==> src/include/bsh_map.svh <==
// Constants of the bin sort handler port
`ifndef BSH_MAP_SVH
`define BSH_MAP_SVH
`define BSH_CLK_MHZ          20
`define BSH_TRIG_MIN_NS      1000
`define BSH_TRIG_FILT_CYC    ((`BSH_TRIG_MIN_NS * `BSH_CLK_MHZ) / 2000)
`define BSH_BIN_COUNT        10
`define BSH_BIN_IDX_W        4
`define BSH_RESULT_IDLE_N    10'h3FF
`endif

==> src/include/bsh_pkg.sv <==
// Types of the bin sort handler port
package bsh_pkg;
  typedef enum logic [1:0] {
    BSH_IDLE    = 2'b00,
    BSH_MEASURE = 2'b01,
    BSH_COMPARE = 2'b10,
    BSH_DONE    = 2'b11
  } bsh_state_t;
  typedef logic [3:0] bsh_bin_t;
endpackage : bsh_pkg

==> src/include/bsh_sync_if.sv <==
// Synchronised handler inputs carried from filter to main logic
`timescale 1ns/1ps
interface bsh_sync_if;
  logic trig_rise;
  logic key_lock;
  modport src (output trig_rise, output key_lock);
  modport dst (input  trig_rise, input  key_lock);
endinterface : bsh_sync_if

==> src/hw/bsh_input_filter.sv <==
// Synchroniser for trigger and key-lock inputs, glitch filter for the trigger only
`timescale 1ns/1ps
`include "bsh_map.svh"
module bsh_input_filter (
  input  wire logic  clk,
  input  wire logic  rst,
  input  wire logic  external_trigger_n,
  input  wire logic  key_lock_n,
  bsh_sync_if.src    sync
);
  import bsh_pkg::*;
  localparam int FILT = `BSH_TRIG_FILT_CYC;
  logic [1:0] trig_s_r;
  logic [1:0] lock_s_r;
  logic [5:0] filt_cnt_r;
  logic       trig_lvl_r;
  logic       rise_r;

  // Two-stage synchronisers
  always_ff @(posedge clk or posedge rst) begin
    if (rst) begin
      trig_s_r <= 2'h3;
      lock_s_r <= 2'h3;
    end else begin
      trig_s_r <= {trig_s_r[0], external_trigger_n};
      lock_s_r <= {lock_s_r[0], key_lock_n};
    end
  end

  // Filtered trigger level, changes only after a stable run
  always_ff @(posedge clk or posedge rst) begin
    if (rst) begin
      filt_cnt_r <= 6'h00;
      trig_lvl_r <= 1'b1;
      rise_r     <= 1'b0;
    end else begin
      rise_r <= 1'b0;
      if (trig_s_r[1] == trig_lvl_r) begin
        filt_cnt_r <= 6'h00;
      end else if (filt_cnt_r == 6'(FILT - 1)) begin
        filt_cnt_r <= 6'h00;
        trig_lvl_r <= trig_s_r[1];
        rise_r     <= trig_s_r[1];
      end else begin
        filt_cnt_r <= filt_cnt_r + 6'h01;
      end
    end
  end

  assign sync.trig_rise = rise_r;
  assign sync.key_lock  = ~lock_s_r[1];

  property p_filter_len;
    @(posedge clk) disable iff (rst)
      $rose(rise_r) |-> $past(trig_s_r[1], 1) && $past(trig_s_r[1], 9);
  endproperty
  a_filter_len: assert property (p_filter_len) else $error("trigger accepted without stable run");
endmodule : bsh_input_filter

==> src/hw/bsh_handler_port.sv <==
// Handler port: bin result outputs, handshake outputs, trigger and key lock
`timescale 1ns/1ps
`include "bsh_map.svh"
// Overview of operation
// - Every result, handshake and alarm output is active low; test_start and key_accept are active high.
// - Ten bin outputs; only the sorted bin is asserted.
// - Pass asserted whenever the result lies in any bin.
// - Fail asserted whenever the result lies in no bin.
// - Contact-check fail output follows the contact check result.
// - Open/short fail output reports the on-off test result.
// - Analog-done asserted when analog measurement ends; next part may load.
// - Results are not valid on analog-done alone; handler waits for complete.
// - Measurement-complete asserted only when data and compare results are stable.
// - In single trigger mode a trigger rising edge starts one test only while idle or done; edges during a test are ignored.
// - Key lock active blocks all front panel keys on key_press.
// - Alarm asserted on transient power failure or interface board reset.
module bsh_handler_port (
  input  wire logic            clk,
  input  wire logic            rst,
  input  wire logic            external_trigger_n,
  input  wire logic            key_lock_n,
  input  wire logic            trig_single_mode,
  input  wire logic            analog_done,
  input  wire logic            compare_valid,
  input  wire bsh_pkg::bsh_bin_t result_bin,
  input  wire logic            result_in_bin,
  input  wire logic            contact_fail,
  input  wire logic            open_short_fail,
  input  wire logic            power_fail,
  input  wire logic            key_press,
  output logic                 test_start,
  output logic                 key_accept,
  output logic [9:0]           sort_bin_n,
  output logic                 pass_n,
  output logic                 fail_n,
  output logic                 contact_fail_n,
  output logic                 open_short_fail_n,
  output logic                 analog_done_n,
  output logic                 measure_complete_n,
  output logic                 alarm_n
);
  import bsh_pkg::*;

  bsh_sync_if  sync ();
  bsh_state_t  state_r;
  logic [1:0]  pf_s_r;
  logic        alarm_hold_r;

  // ------------------------------------------------------------
  // Input conditioning
  // ------------------------------------------------------------
  bsh_input_filter u_filter (
    .clk                (clk),
    .rst                (rst),
    .external_trigger_n (external_trigger_n),
    .key_lock_n         (key_lock_n),
    .sync               (sync)
  );

  // Decode a bin index into an active-low one-hot
  function automatic logic [9:0] bin_decode_n(input bsh_bin_t b, input logic hit);
    logic [9:0] v;
    v = `BSH_RESULT_IDLE_N;
    if (hit && b < 4'(`BSH_BIN_COUNT)) begin
      v[b] = 1'b0;
    end
    return v;
  endfunction : bin_decode_n

  // ------------------------------------------------------------
  // Test sequencing
  // ------------------------------------------------------------
  // Measurement sequence state
  always_ff @(posedge clk or posedge rst) begin
    if (rst) begin
      state_r <= BSH_IDLE;
    end else begin
      case (state_r)
        BSH_IDLE:    if (trig_single_mode && sync.trig_rise) state_r <= BSH_MEASURE;
        BSH_MEASURE: if (analog_done)   state_r <= BSH_COMPARE;
        BSH_COMPARE: if (compare_valid) state_r <= BSH_DONE;
        BSH_DONE:    if (trig_single_mode && sync.trig_rise) state_r <= BSH_MEASURE;
        default:     state_r <= BSH_IDLE;
      endcase
    end
  end

  // Start pulse and key acceptance
  always_ff @(posedge clk or posedge rst) begin
    if (rst) begin
      test_start <= 1'b0;
      key_accept <= 1'b0;
    end else begin
      test_start <= trig_single_mode && sync.trig_rise &&
                    (state_r == BSH_IDLE || state_r == BSH_DONE);
      key_accept <= key_press && !sync.key_lock;
    end
  end

  // ------------------------------------------------------------
  // Result outputs, latched when compare finishes
  // ------------------------------------------------------------
  always_ff @(posedge clk or posedge rst) begin
    if (rst) begin
      sort_bin_n        <= `BSH_RESULT_IDLE_N;
      pass_n            <= 1'b1;
      fail_n            <= 1'b1;
      contact_fail_n    <= 1'b1;
      open_short_fail_n <= 1'b1;
    end else if (state_r == BSH_MEASURE && analog_done) begin
      sort_bin_n        <= `BSH_RESULT_IDLE_N;
      pass_n            <= 1'b1;
      fail_n            <= 1'b1;
      contact_fail_n    <= 1'b1;
      open_short_fail_n <= 1'b1;
    end else if (state_r == BSH_COMPARE && compare_valid) begin
      sort_bin_n        <= bin_decode_n(result_bin, result_in_bin);
      pass_n            <= ~result_in_bin;
      fail_n            <= result_in_bin;
      contact_fail_n    <= ~contact_fail;
      open_short_fail_n <= ~open_short_fail;
    end
  end

  // ------------------------------------------------------------
  // Handshake outputs
  // ------------------------------------------------------------
  always_ff @(posedge clk or posedge rst) begin
    if (rst) begin
      analog_done_n      <= 1'b1;
      measure_complete_n <= 1'b1;
    end else begin
      // Analog done wins over the start-of-test clear in the same cycle
      if (state_r == BSH_MEASURE && analog_done) begin
        analog_done_n <= 1'b0;
      end else if (test_start) begin
        analog_done_n <= 1'b1;
      end
      // Start pulse only occurs in MEASURE, so this also clears it on a new test
      measure_complete_n <= (state_r != BSH_DONE);
    end
  end

  // Alarm: power fail synchronised, also held low during board reset
  always_ff @(posedge clk or posedge rst) begin
    if (rst) begin
      pf_s_r       <= 2'h0;
      alarm_hold_r <= 1'b1;
      alarm_n      <= 1'b0;
    end else begin
      pf_s_r       <= {pf_s_r[0], power_fail};
      alarm_hold_r <= 1'b0;
      alarm_n      <= !(pf_s_r[1] || alarm_hold_r);
    end
  end

  // ------------------------------------------------------------
  // Checks
  // ------------------------------------------------------------
  property p_pass_fail_excl;
    @(posedge clk) disable iff (rst) !measure_complete_n |-> (pass_n != fail_n);
  endproperty
  a_pass_fail_excl: assert property (p_pass_fail_excl) else $error("pass and fail not exclusive");

  property p_fail_no_bin;
    @(posedge clk) disable iff (rst) (!fail_n && !measure_complete_n) |-> (sort_bin_n == 10'h3FF);
  endproperty
  a_fail_no_bin: assert property (p_fail_no_bin) else $error("bin asserted with fail");

  property p_one_bin;
    @(posedge clk) disable iff (rst) !pass_n |-> $onehot(~sort_bin_n);
  endproperty
  a_one_bin: assert property (p_one_bin) else $error("pass without exactly one bin");

  property p_eom_after_index;
    @(posedge clk) disable iff (rst) $fell(measure_complete_n) |-> !analog_done_n;
  endproperty
  a_eom_after_index: assert property (p_eom_after_index) else $error("complete before analog done");

  property p_results_stable;
    @(posedge clk) disable iff (rst) (!measure_complete_n && $past(!measure_complete_n)) |->
      $stable(sort_bin_n) && $stable(pass_n) && $stable(fail_n) &&
      $stable(contact_fail_n) && $stable(open_short_fail_n);
  endproperty
  a_results_stable: assert property (p_results_stable) else $error("results moved while complete");

  property p_index_timing;
    @(posedge clk) disable iff (rst) (state_r == BSH_MEASURE && analog_done) |=> !analog_done_n;
  endproperty
  a_index_timing: assert property (p_index_timing) else $error("analog done not asserted");

  property p_trig_start;
    @(posedge clk) disable iff (rst)
      (sync.trig_rise && trig_single_mode && (state_r == BSH_IDLE || state_r == BSH_DONE)) |=>
        test_start && (state_r == BSH_MEASURE);
  endproperty
  a_trig_start: assert property (p_trig_start) else $error("trigger edge did not start test");

  property p_key_lock;
    @(posedge clk) disable iff (rst) $past(sync.key_lock) |-> !key_accept;
  endproperty
  a_key_lock: assert property (p_key_lock) else $error("key accepted while locked");

  property p_alarm;
    @(posedge clk) disable iff (rst) $rose(pf_s_r[1]) |=> !alarm_n;
  endproperty
  a_alarm: assert property (p_alarm) else $error("alarm missing on power fail");

  property p_start_pulse;
    @(posedge clk) disable iff (rst) test_start |=> !test_start;
  endproperty
  a_start_pulse: assert property (p_start_pulse) else $error("start pulse longer than one cycle");

  property p_mode_off;
    @(posedge clk) disable iff (rst) (sync.trig_rise && !trig_single_mode) |=> !test_start;
  endproperty
  a_mode_off: assert property (p_mode_off) else $error("test started with single mode off");

  property p_busy_refuse;
    @(posedge clk) disable iff (rst)
      (sync.trig_rise && (state_r == BSH_MEASURE || state_r == BSH_COMPARE)) |=> !test_start;
  endproperty
  a_busy_refuse: assert property (p_busy_refuse) else $error("test started while busy");

  property p_clear_on_index;
    @(posedge clk) disable iff (rst) (state_r == BSH_MEASURE && analog_done) |=>
      (sort_bin_n == `BSH_RESULT_IDLE_N) && pass_n && fail_n && measure_complete_n;
  endproperty
  a_clear_on_index: assert property (p_clear_on_index) else $error("results shown on analog done");
endmodule : bsh_handler_port

==> config.mk <==
export PLATFORM = sky130hd
export DESIGN_NAME = bsh_handler_port
export DESIGN_NICKNAME = d
export VERILOG_FILES = /design/src/include/bsh_pkg.sv /design/src/include/bsh_sync_if.sv /design/src/hw/bsh_input_filter.sv /design/src/hw/bsh_handler_port.sv
export VERILOG_INCLUDE_DIRS = /design/src /design/src/include
export SDC_FILE = /design/constraint.sdc
export NUM_CORES = 1
export LEC_CHECK = 0
export BUFFER_PORTS_ARGS = -buffer_cell sky130_fd_sc_hd__buf_4
export CORE_MARGIN = 1.5
export CORE_UTILIZATION = 45
export CTS_CLUSTER_DIAMETER = 40
export CTS_CLUSTER_SIZE = 28
export DETAILED_ROUTE_END_ITERATION = 6
export PLACE_DENSITY = 0.69
export SLEW_MARGIN = 10
export SYNTH_ARGS = -nofsm -noshare
export SYNTH_HDL_FRONTEND = slang
export SYNTH_SLANG_ARGS = --single-unit
==> constraint.sdc <==
create_clock -name clk -period 1.6 [get_ports clk]
set_input_delay 0.16 -clock clk [delete_from_list [all_inputs] [get_ports clk]]
set_output_delay 0.16 -clock clk [all_outputs]
set_load 0.02 [all_outputs]
Word-level counts from Yosys, hierarchy flattened

Index checks and enable logic that the tools add are counted.

Register bits after elaboration: 36
Output and inout port bits: 19
Word-level logic and storage cells: 75

$add $sub $neg: 1
Order comparisons: 3
Equal/unequal tests: 9
Muxes and demuxes: 23
Bitwise operators: 5
Reductions and logical operators: 16

Operators with widths:

| kind                                                 | count |
|---|---|
| two-way mux 10 bit                                   | 3 |
| two-way mux 1 bit                                    | 13 |
| two-way mux 6 bit                                    | 2 |
| NOT 10 bit                                           | 1 |
| logical AND 1 bit                                    | 7 |
| adder 6 x 1 -> 6 bit (second input constant)         | 1 |
| equality test 6 x 4 -> 1 bit (second input constant) | 1 |
| two-way mux 2 bit                                    | 3 |
| != test 2 bit (second input constant)                | 3 |
| case mux 2 bit (3 select lines)                      | 1 |
| < comparator 4 x 5 -> 1 bit (second input constant)  | 1 |
| demux 1 bit (select 4 bit)                           | 1 |
| equality test 2 bit (second input constant)          | 2 |
| >= comparator 4 x 1 -> 1 bit (second input constant) | 1 |
| < comparator 4 bit (second input constant)           | 1 |
| NOT 1 bit                                            | 4 |
| nonzero test 2 bit                                   | 2 |
| AND reduction 3 bit                                  | 1 |
| equality test 2 x 1 -> 1 bit (second input constant) | 1 |
| logical NOT 2 bit                                    | 1 |
| logical OR 1 bit                                     | 2 |
| != test 2 x 1 -> 1 bit (second input constant)       | 1 |
| AND reduction 2 bit                                  | 1 |
| OR reduction 2 bit                                   | 1 |
| 2 further kinds                                      | 2 |

Longest topological paths before layout

Gate-level depths: netlist of the first run.

Depth after elaboration: 8
Mapped depth: 6
Mapped depth without buffers: 5

Modules after synthesis

A second synthesis of the first run with hierarchy kept.

Cell total of the unflattened synthesis: 119
Area, all modules: 1478.9 sq um

By module, submodules not included:

| module           | instances | cells each | area each (sq um) | seq. area each (sq um) |
|---|---|---|---|---|
| bsh_handler_port | 1         | 81         | 1002.2            | 621.8 |
| bsh_input_filter | 1         | 38         | 476.7             | 306.5 |

Worst setup path after synthesis of the first run

OpenSTA, ideal clock, no wires.

Kind: register to register
From: register u_filter.filt_cnt_r[4]
To: register u_filter.trig_lvl_r
Arrival time: 1406 ps
Slack: 111 ps
Cell stages (with the launch flop): 4
Clock period less this slack: 1489 ps
Cells stage by stage: dfrtp_1 > or4b_1 > or2_1 > mux2_4

Longest elaborated chain between the ends: 2

Ends and longest elaborated chain:

| item                                 | line                   | text |
|---|---|---|
| start, declared                      | bsh_input_filter.sv:15 | `logic [5:0] filt_cnt_r;` |
| start signal, assigned               | bsh_input_filter.sv:45 | `filt_cnt_r <= filt_cnt_r + 6'h01;` |
| equality test 6 x 4 -> 1 bit         | bsh_input_filter.sv:40 | `end else if (filt_cnt_r == 6'(FILT - 1)) begin` |
| AND reduction 2 bit (no source line) | -                      |  |
| end signal, assigned                 | bsh_input_filter.sv:42 | `trig_lvl_r <= trig_s_r[1];` |
| end, declared                        | bsh_input_filter.sv:16 | `logic trig_lvl_r;` |

No other way between the ends.
A chain may end at the register's enable or synchronous reset.

Worst setup path after layout of the first run

Same ends and word-level chain as after synthesis.

==> metrics.txt, run 1 <==
# TYPE chip_impl_metric gauge
chip_impl_info{name="run_status",value="finished, final reports clean"} 1
chip_impl_metric{name="fin_skew",unit="ns"} 0.00708
chip_impl_metric{name="cts_made_buffers",unit=""} 5
chip_impl_metric{name="syn_avg_cell_area",unit="sq um"} 11.7
chip_impl_metric{name="mappedNetlistNets",unit=""} 148
chip_impl_metric{name="worst_ir_drop_vdd",unit="mV"} 0.739
chip_impl_info{name="layout.cells.most_common",value="sky130_fd_sc_hd__buf_4"} 1
chip_impl_metric{name="setup-tns-final",unit="ns"} 0
chip_impl_metric{name="number_of_failing_setup_endpoints_in_the_final_timing_report",unit=""} 0
chip_impl_metric{name="fin_crit_sh",unit="%"} 97.2
chip_impl_metric{name="initial_core_util",unit="%"} 47.8
chip_impl_metric{name="grt_max_degree",unit=""} 37
chip_impl_metric{name="number_of_register_bits_inferred_by_synthesis",unit=""} 36
chip_impl_metric{name="ys_async_sr_fraction",unit="%"} 100
chip_impl_metric{name="portBuffers",unit=""} 34
chip_impl_metric{name="timing.max_cap.violations",unit=""} 0
chip_impl_info{name="timing.critical_path.from_type",value="register"} 1
chip_impl_info{name="end_kind",value="register"} 1
chip_impl_metric{name="clock.fmax",unit="MHz"} 643
chip_impl_info{name="tritoncts",value="done"} 1
chip_impl_metric{name="globalRouteOverflowTotal",unit=""} 0
chip_impl_info{name="root_buffer",value="sky130_fd_sc_hd__clkbuf_4"} 1
chip_impl_metric{name="synth.distinct_cells",unit=""} 35
chip_impl_metric{name="post_synth_instance_area",unit="sq um"} 1480
chip_impl_metric{name="final_antenna_net_count",unit=""} 0
chip_impl_info{name="synth_area_leader_cell",value="sky130_fd_sc_hd__dfstp_2"} 1
chip_impl_metric{name="first_pass_drt_iterations",unit=""} 4
chip_impl_metric{name="wirelength",unit="um"} 2810
chip_impl_metric{name="drt_first_iter_violations",unit=""} 26
chip_impl_metric{name="antenna_cells_inserted",unit=""} 0
chip_impl_metric{name="leakagePower",unit="nW"} 0.884
chip_impl_info{name="setup.worst_path.class",value="register to register"} 1
chip_impl_info{name="dominantRegCellSynth",value="sky130_fd_sc_hd__dfstp_2"} 1
chip_impl_info{name="min_path_type",value="input pin to register"} 1
chip_impl_metric{name="fp.dieW",unit="um"} 60.4
chip_impl_metric{name="wire_length_of_the_first_global_routing_pass",unit="um"} 4460
chip_impl_metric{name="syn-instance-count",unit=""} 127
chip_impl_metric{name="arrival_time_worst_endpoint",unit="ns"} 1.83
chip_impl_metric{name="synth_top_area_share",unit="%"} 39.0
chip_impl_metric{name="final.min_clock_period",unit="ns"} 1.56
chip_impl_metric{name="path_max_fanout",unit=""} 3
chip_impl_metric{name="pin_count",unit=""} 35
chip_impl_metric{name="synth_seq_area_share",unit="%"} 62.6
chip_impl_metric{name="globalRouteTotalUtil",unit="%"} 17.2
chip_impl_metric{name="num_vias",unit=""} 1119
chip_impl_metric{name="grt_antenna_before_repair",unit=""} 0
chip_impl_info{name="mostFrequentLayoutCells",value="sky130_fd_sc_hd__buf_4 (37), sky130_fd_sc_hd__dfstp_2 (22), sky130_fd_sc_hd__nor2_1 (14), sky130_fd_sc_hd__dfrtp_1 (14), sky130_fd_sc_hd__nand2_1 (10)"} 1
chip_impl_metric{name="fp.dieArea",unit="sq um"} 3650
chip_impl_metric{name="cts-resized-gates",unit=""} 0
chip_impl_metric{name="cts-root-to-sink-buffers",unit=""} 2
chip_impl_metric{name="timing_hold_violations_final",unit=""} 0
chip_impl_metric{name="timing.critical_path.required",unit="ns"} 1.87
chip_impl_metric{name="drc",unit=""} 0
chip_impl_metric{name="detailed_place.area",unit="sq um"} 1800
chip_impl_metric{name="power.density_cell_area",unit="nW/um^2"} 1250
chip_impl_metric{name="h-tree-depth",unit=""} 2
chip_impl_metric{name="design.core.area",unit="sq um"} 3100
chip_impl_metric{name="clk_latency",unit="ns"} 0.33
chip_impl_metric{name="route.detailed.wl_per_inst",unit="um"} 12.7
chip_impl_metric{name="yosysWarningCount",unit=""} 0
chip_impl_metric{name="std_cell_rows",unit=""} 20
chip_impl_metric{name="clkSinkCount",unit=""} 36
chip_impl_metric{name="area_growth_from_synthesis_to_layout",unit="%"} 31.2
chip_impl_metric{name="floorplan.die.height",unit="um"} 60.4
chip_impl_metric{name="cts.reportedPaths.clkPinSlew",unit="ns"} 0.11
chip_impl_metric{name="slew_viol_final",unit=""} 0
chip_impl_metric{name="gpl_wtd_cong",unit=""} 0.817
chip_impl_metric{name="nets",unit=""} 197
chip_impl_metric{name="via_per_inst",unit=""} 5.06
chip_impl_metric{name="synth_edf_count",unit=""} 0
chip_impl_metric{name="detailed_place_hpwl",unit="um"} 2010
chip_impl_metric{name="layout.core_utilization",unit="%"} 62.7
chip_impl_metric{name="finalHoldWorstSlack",unit="ns"} 0.0363
chip_impl_metric{name="vias_in_the_first_global_route",unit=""} 1130
chip_impl_metric{name="fin_area",unit="sq um"} 1950
chip_impl_info{name="setup_repair_after_global_routing_missed_its_margin",value="no"} 1
chip_impl_metric{name="fillers",unit=""} 263
chip_impl_metric{name="post_route_cells_drive_above_1_share",unit="%"} 39.5
chip_impl_info{name="synth_area_leaders",value="sky130_fd_sc_hd__dfstp_2 (39%), sky130_fd_sc_hd__dfrtp_1 (24%), sky130_fd_sc_hd__ha_1 (4.2%), sky130_fd_sc_hd__nor2_1 (3.5%), sky130_fd_sc_hd__nand2_1 (2.5%)"} 1
through the flow:
stage	worst slack, ns	total power [mW]	std cells
global route	0.00382	2.58	221
floorplan	0.111	1.67	127
detailed placement	0.0500	1.95	205
finish	0.0440	2.43	221
CTS	0.0485	2.47	221
global placement	0.0950	1.92	205
critical path, cell delays in order, from the launching register on:
cell and delay (ns):
sky130_fd_sc_hd__dfrtp_1 0.43, sky130_fd_sc_hd__or4b_1 0.52, sky130_fd_sc_hd__or2_1 0.26, sky130_fd_sc_hd__mux2_4 0.30
flip-flops by register name, indices dropped and copies added (netlist names):
signal and flops:
pf_s_r 2, measure_complete_n 1, u_filter.sync.trig_rise 1, sort_bin_n 10, alarm_n 1, u_filter.trig_s_r 2, u_filter.trig_lvl_r 1, u_filter.lock_s_r 2
u_filter.filt_cnt_r 6, analog_done_n 1, state_r 2, fail_n 1, open_short_fail_n 1, alarm_hold_r 1, key_accept 1, test_start 1
contact_fail_n 1, pass_n 1
final cells by class:
cell class                 instances  area (sq um)  area share (%)
inverter                           7          26.3            1.35
sequential                        36           928            47.7
tap                               44          55.1            2.83
multi-input combinational         81           517            26.6
clock buffer                       6          51.3            2.64
timing repair buffer              45           358            18.4
clock inverter                     2          10.0           0.514
power breakdown:
part           total (mW)  internal, mW  switching [mW]
registers            1.23          1.14          0.0893
clock network       0.491         0.209           0.282
logic               0.710         0.321           0.389
total                2.43          1.67           0.759
cell families (layout without fill, tap and decap cells):
logic type               after synthesis  count (layout)  synth area share [%]
AND/OR/NAND/NOR                       44              44                  15.5
flip-flops                            36              36                  62.6
XOR/XNOR                               4               4                  2.36
buffers and inverters                 10              60                  2.53
AO/OA/AOI/OAI                         26              26                  11.5
other                                  1               1                 0.253
adder cells (fa/ha/maj)                5               5                  4.22
multiplexers                           1               1                  1.01
synth_stat cells (2+ instances only):
library cell,instances
sky130_fd_sc_hd__a21oi_1,6
sky130_fd_sc_hd__a31oi_1,3
sky130_fd_sc_hd__and2_1,2
sky130_fd_sc_hd__and4b_1,2
sky130_fd_sc_hd__clkbuf_1,3
sky130_fd_sc_hd__dfrtp_1,14
sky130_fd_sc_hd__dfstp_2,22
sky130_fd_sc_hd__ha_1,5
sky130_fd_sc_hd__inv_1,7
sky130_fd_sc_hd__nand2_1,10
sky130_fd_sc_hd__nand3_1,5
sky130_fd_sc_hd__nor2_1,14
sky130_fd_sc_hd__nor3_1,2
sky130_fd_sc_hd__o211ai_1,3
sky130_fd_sc_hd__o21ai_0,5
sky130_fd_sc_hd__o22ai_1,3
sky130_fd_sc_hd__xor2_1,3
layer usage:
layer  part of all wire [%]  track usage (%)  wire (um)
met1                     41             17.1       1140
met2                     53             31.4       1480
met3                    5.1             4.69        144
met4                    1.4             11.1         40
met5                      0                0          0
final timing paths:
kind,depth (start not counted),startpoint,slack [ns],end
worst min register to register,0,u_filter.trig_s_r[0],0.36,u_filter.trig_s_r[1]
max in group asynchronous,4,rst,0.78,sort_bin_n[9]
worst max register to register,3,u_filter.filt_cnt_r[4],0.04,u_filter.trig_lvl_r
min in group asynchronous,4,rst,0.48,pf_s_r[0]
worst min-delay path,2,key_press,0.04,key_accept
worst max-delay path,3,u_filter.filt_cnt_r[4],0.04,u_filter.trig_lvl_r
timing repair:
item / in CTS / in global routing
hold endpoints to repair: 22 / 0
setup buffers: 0 / 0
hold buffers: 8 / 0
No activity file was read; power rests on OpenSTA's default activity.
==> run 2, diff against run 1 <==
ABC_CLOCK_PERIOD_IN_PS = 1600   (was unset)
CELL_PAD_IN_SITES_DETAIL_PLACEMENT = 0   (was unset)
CELL_PAD_IN_SITES_GLOBAL_PLACEMENT = 1   (was unset)
CORE_UTILIZATION = 41   (was 45)
PLACE_DENSITY = unset   (was 0.69)
PLACE_DENSITY_LB_ADDON = 0.1   (was unset)
SLEW_MARGIN = 25   (was 10)
==> run 2 against run 1 <==
Highest routed layer unchanged. Global-route usage fell by 0.90 points. Worst setup slack improved by 0.012 ns. Largest cell class unchanged. Critical path type unchanged. Hold slack worse by 0.0062 ns.
==> metrics.txt, run 2 (same netlist as run 1, synthesis figures left out) <==
# TYPE chip_impl_metric gauge
chip_impl_metric{name="grt_max_degree",unit=""} 37
chip_impl_info{name="mostFrequentLayoutCells",value="sky130_fd_sc_hd__buf_4 (37), sky130_fd_sc_hd__dfstp_2 (22), sky130_fd_sc_hd__nor2_1 (14), sky130_fd_sc_hd__dfrtp_1 (14), sky130_fd_sc_hd__nand2_1 (10)"} 1
chip_impl_metric{name="wirelength",unit="um"} 2800
chip_impl_metric{name="area_growth_from_synthesis_to_layout",unit="%"} 32.4
chip_impl_metric{name="globalRouteTotalUtil",unit="%"} 16.3
chip_impl_metric{name="vias_in_the_first_global_route",unit=""} 1143
chip_impl_metric{name="clk_latency",unit="ns"} 0.34
chip_impl_metric{name="post-cts-setup-buffer-count",unit=""} 0
chip_impl_metric{name="timing_hold_violations_final",unit=""} 0
chip_impl_metric{name="antenna_cells_inserted",unit=""} 0
chip_impl_metric{name="post_route_cells_drive_above_1_share",unit="%"} 39.0
chip_impl_info{name="layout.cells.most_common",value="sky130_fd_sc_hd__buf_4"} 1
chip_impl_metric{name="pin_count",unit=""} 35
chip_impl_metric{name="cts_made_buffers",unit=""} 5
chip_impl_metric{name="fp.dieArea",unit="sq um"} 3990
chip_impl_metric{name="worst_ir_drop_vdd",unit="mV"} 0.666
chip_impl_metric{name="cts.reportedPaths.clkPinSlew",unit="ns"} 0.10
chip_impl_metric{name="final.min_clock_period",unit="ns"} 1.54
chip_impl_metric{name="cts-resized-gates",unit=""} 0
chip_impl_metric{name="layout.core_utilization",unit="%"} 57.9
chip_impl_metric{name="cts-root-to-sink-buffers",unit=""} 2
chip_impl_metric{name="floorplan.die.height",unit="um"} 63.1
chip_impl_metric{name="clock.fmax",unit="MHz"} 648
chip_impl_info{name="setup_repair_after_global_routing_missed_its_margin",value="no"} 1
chip_impl_info{name="setup.worst_path.class",value="register to register"} 1
chip_impl_metric{name="post-layout-total-power",unit="mW"} 2.56
chip_impl_metric{name="leakagePower",unit="nW"} 0.888
chip_impl_metric{name="first_pass_drt_iterations",unit=""} 5
chip_impl_metric{name="nets",unit=""} 197
chip_impl_metric{name="cts-hold-fix-buffers",unit=""} 8
chip_impl_metric{name="route.detailed.wl_per_inst",unit="um"} 12.5
chip_impl_metric{name="fin_crit_sh",unit="%"} 96.5
chip_impl_metric{name="fp.dieW",unit="um"} 63.1
chip_impl_metric{name="path_max_fanout",unit=""} 3
chip_impl_metric{name="via_per_inst",unit=""} 4.99
chip_impl_metric{name="gpl_wtd_cong",unit=""} 0.771
chip_impl_metric{name="h-tree-depth",unit=""} 2
chip_impl_metric{name="setup-tns-final",unit="ns"} 0
chip_impl_metric{name="globalRouteOverflowTotal",unit=""} 0
chip_impl_metric{name="number_of_failing_setup_endpoints_in_the_final_timing_report",unit=""} 0
chip_impl_info{name="min_path_type",value="input pin to register"} 1
chip_impl_metric{name="arrival_time_worst_endpoint",unit="ns"} 1.82
chip_impl_metric{name="final_antenna_net_count",unit=""} 0
chip_impl_info{name="run_status",value="finished, final reports clean"} 1
chip_impl_metric{name="grt_antenna_before_repair",unit=""} 0
chip_impl_metric{name="portBuffers",unit=""} 34
chip_impl_info{name="end_kind",value="register"} 1
chip_impl_metric{name="fin_skew",unit="ns"} 0.00250
chip_impl_metric{name="number_of_flip_flops_under_the_largest_register_name",unit=""} 10
chip_impl_info{name="timing.critical_path.from_type",value="register"} 1
chip_impl_metric{name="timing.max_cap.violations",unit=""} 0
chip_impl_info{name="tritoncts",value="done"} 1
chip_impl_metric{name="initial_core_util",unit="%"} 43.7
chip_impl_metric{name="slew_viol_final",unit=""} 0
chip_impl_info{name="top_regs",value="sort_bin_n (10), u_filter.filt_cnt_r (6)"} 1
chip_impl_metric{name="std_cell_rows",unit=""} 21
chip_impl_metric{name="detailed_place_hpwl",unit="um"} 2000
chip_impl_info{name="root_buffer",value="sky130_fd_sc_hd__clkbuf_4"} 1
chip_impl_metric{name="timing.critical_path.required",unit="ns"} 1.88
chip_impl_metric{name="drc",unit=""} 0
chip_impl_info{name="registers.top_by_ff_count",value="sort_bin_n"} 1
chip_impl_metric{name="design.core.area",unit="sq um"} 3390
chip_impl_metric{name="num_vias",unit=""} 1112
chip_impl_metric{name="wire_length_of_the_first_global_routing_pass",unit="um"} 5010
chip_impl_metric{name="clkSinkCount",unit=""} 36
chip_impl_metric{name="fillers",unit=""} 292
chip_impl_metric{name="power.density_cell_area",unit="nW/um^2"} 1300
chip_impl_metric{name="drt_first_iter_violations",unit=""} 35
[run 2: changes by cell type in the layout (fill, tap and decap cells not counted), sizes merged]
cell and change:
clkinv -1, bufinv +1
[run 2: layout make-up]
| class | instances | area, sq um | share of cell area, % |
|---|---|---|---|
| Timing Repair Buffer | 45 | 358 | 18.2 |
| Sequential cell | 36 | 928 | 47.3 |
| Inverter | 7 | 26.3 | 1.34 |
| Clock inverter | 2 | 35.0 | 1.78 |
| Multi-Input combinational cell | 81 | 517 | 26.3 |
| Clock buffer | 6 | 41.3 | 2.10 |
| Tap cell | 46 | 57.6 | 2.93 |
[run 2: worst paths after layout]
check | startpoint | end | slack (ns) | depth (start not counted)
hold / removal | key_press | key_accept | 0.03 | 2
setup / recovery | u_filter.filt_cnt_r[4] | u_filter.trig_lvl_r | 0.06 | 3
max in group asynchronous | rst | open_short_fail_n | 0.78 | 4
hold reg to reg | u_filter.trig_s_r[0] | u_filter.trig_s_r[1] | 0.36 | 0
min in group asynchronous | rst | key_accept | 0.47 | 4
setup reg to reg | u_filter.filt_cnt_r[4] | u_filter.trig_lvl_r | 0.06 | 3
[run 2: worst max-delay path: stages, from the launching register on]
cell and delay, ns:
sky130_fd_sc_hd__dfrtp_1 0.41, sky130_fd_sc_hd__or4b_1 0.52, sky130_fd_sc_hd__or2_1 0.25, sky130_fd_sc_hd__mux2_4 0.30
[run 2: through the flow]
step	hold slack [ns]	setup WS [ns]	cell area, sq um	std cells
6_report	0.0301	0.0562	1960	223
5_1_grt	0.00133	0.0148	1960	223
4_1_cts	0.00625	0.0500	1960	223
3_5_place_dp	0.269	0.0669	1810	207
3_3_place_gp	0.269	0.0917	1810	207
2_1_floorplan	0.164	0.111	1480	127
[run 2: power by group]
group / internal, mW / switching (mW)
registers: 1.14 / 0.0895
clock network: 0.327 / 0.288
logic: 0.321 / 0.388
total: 1.79 / 0.765
[run 2: routing by layer]
layer,vias to the layer above,GRT usage [%],part of all wire (%)
met1,533,18.3,40
met4,0,5.00,1.7
met3,7,5.54,5.9
li1,539,-,-
met2,33,29.1,52
met5,-,0,0
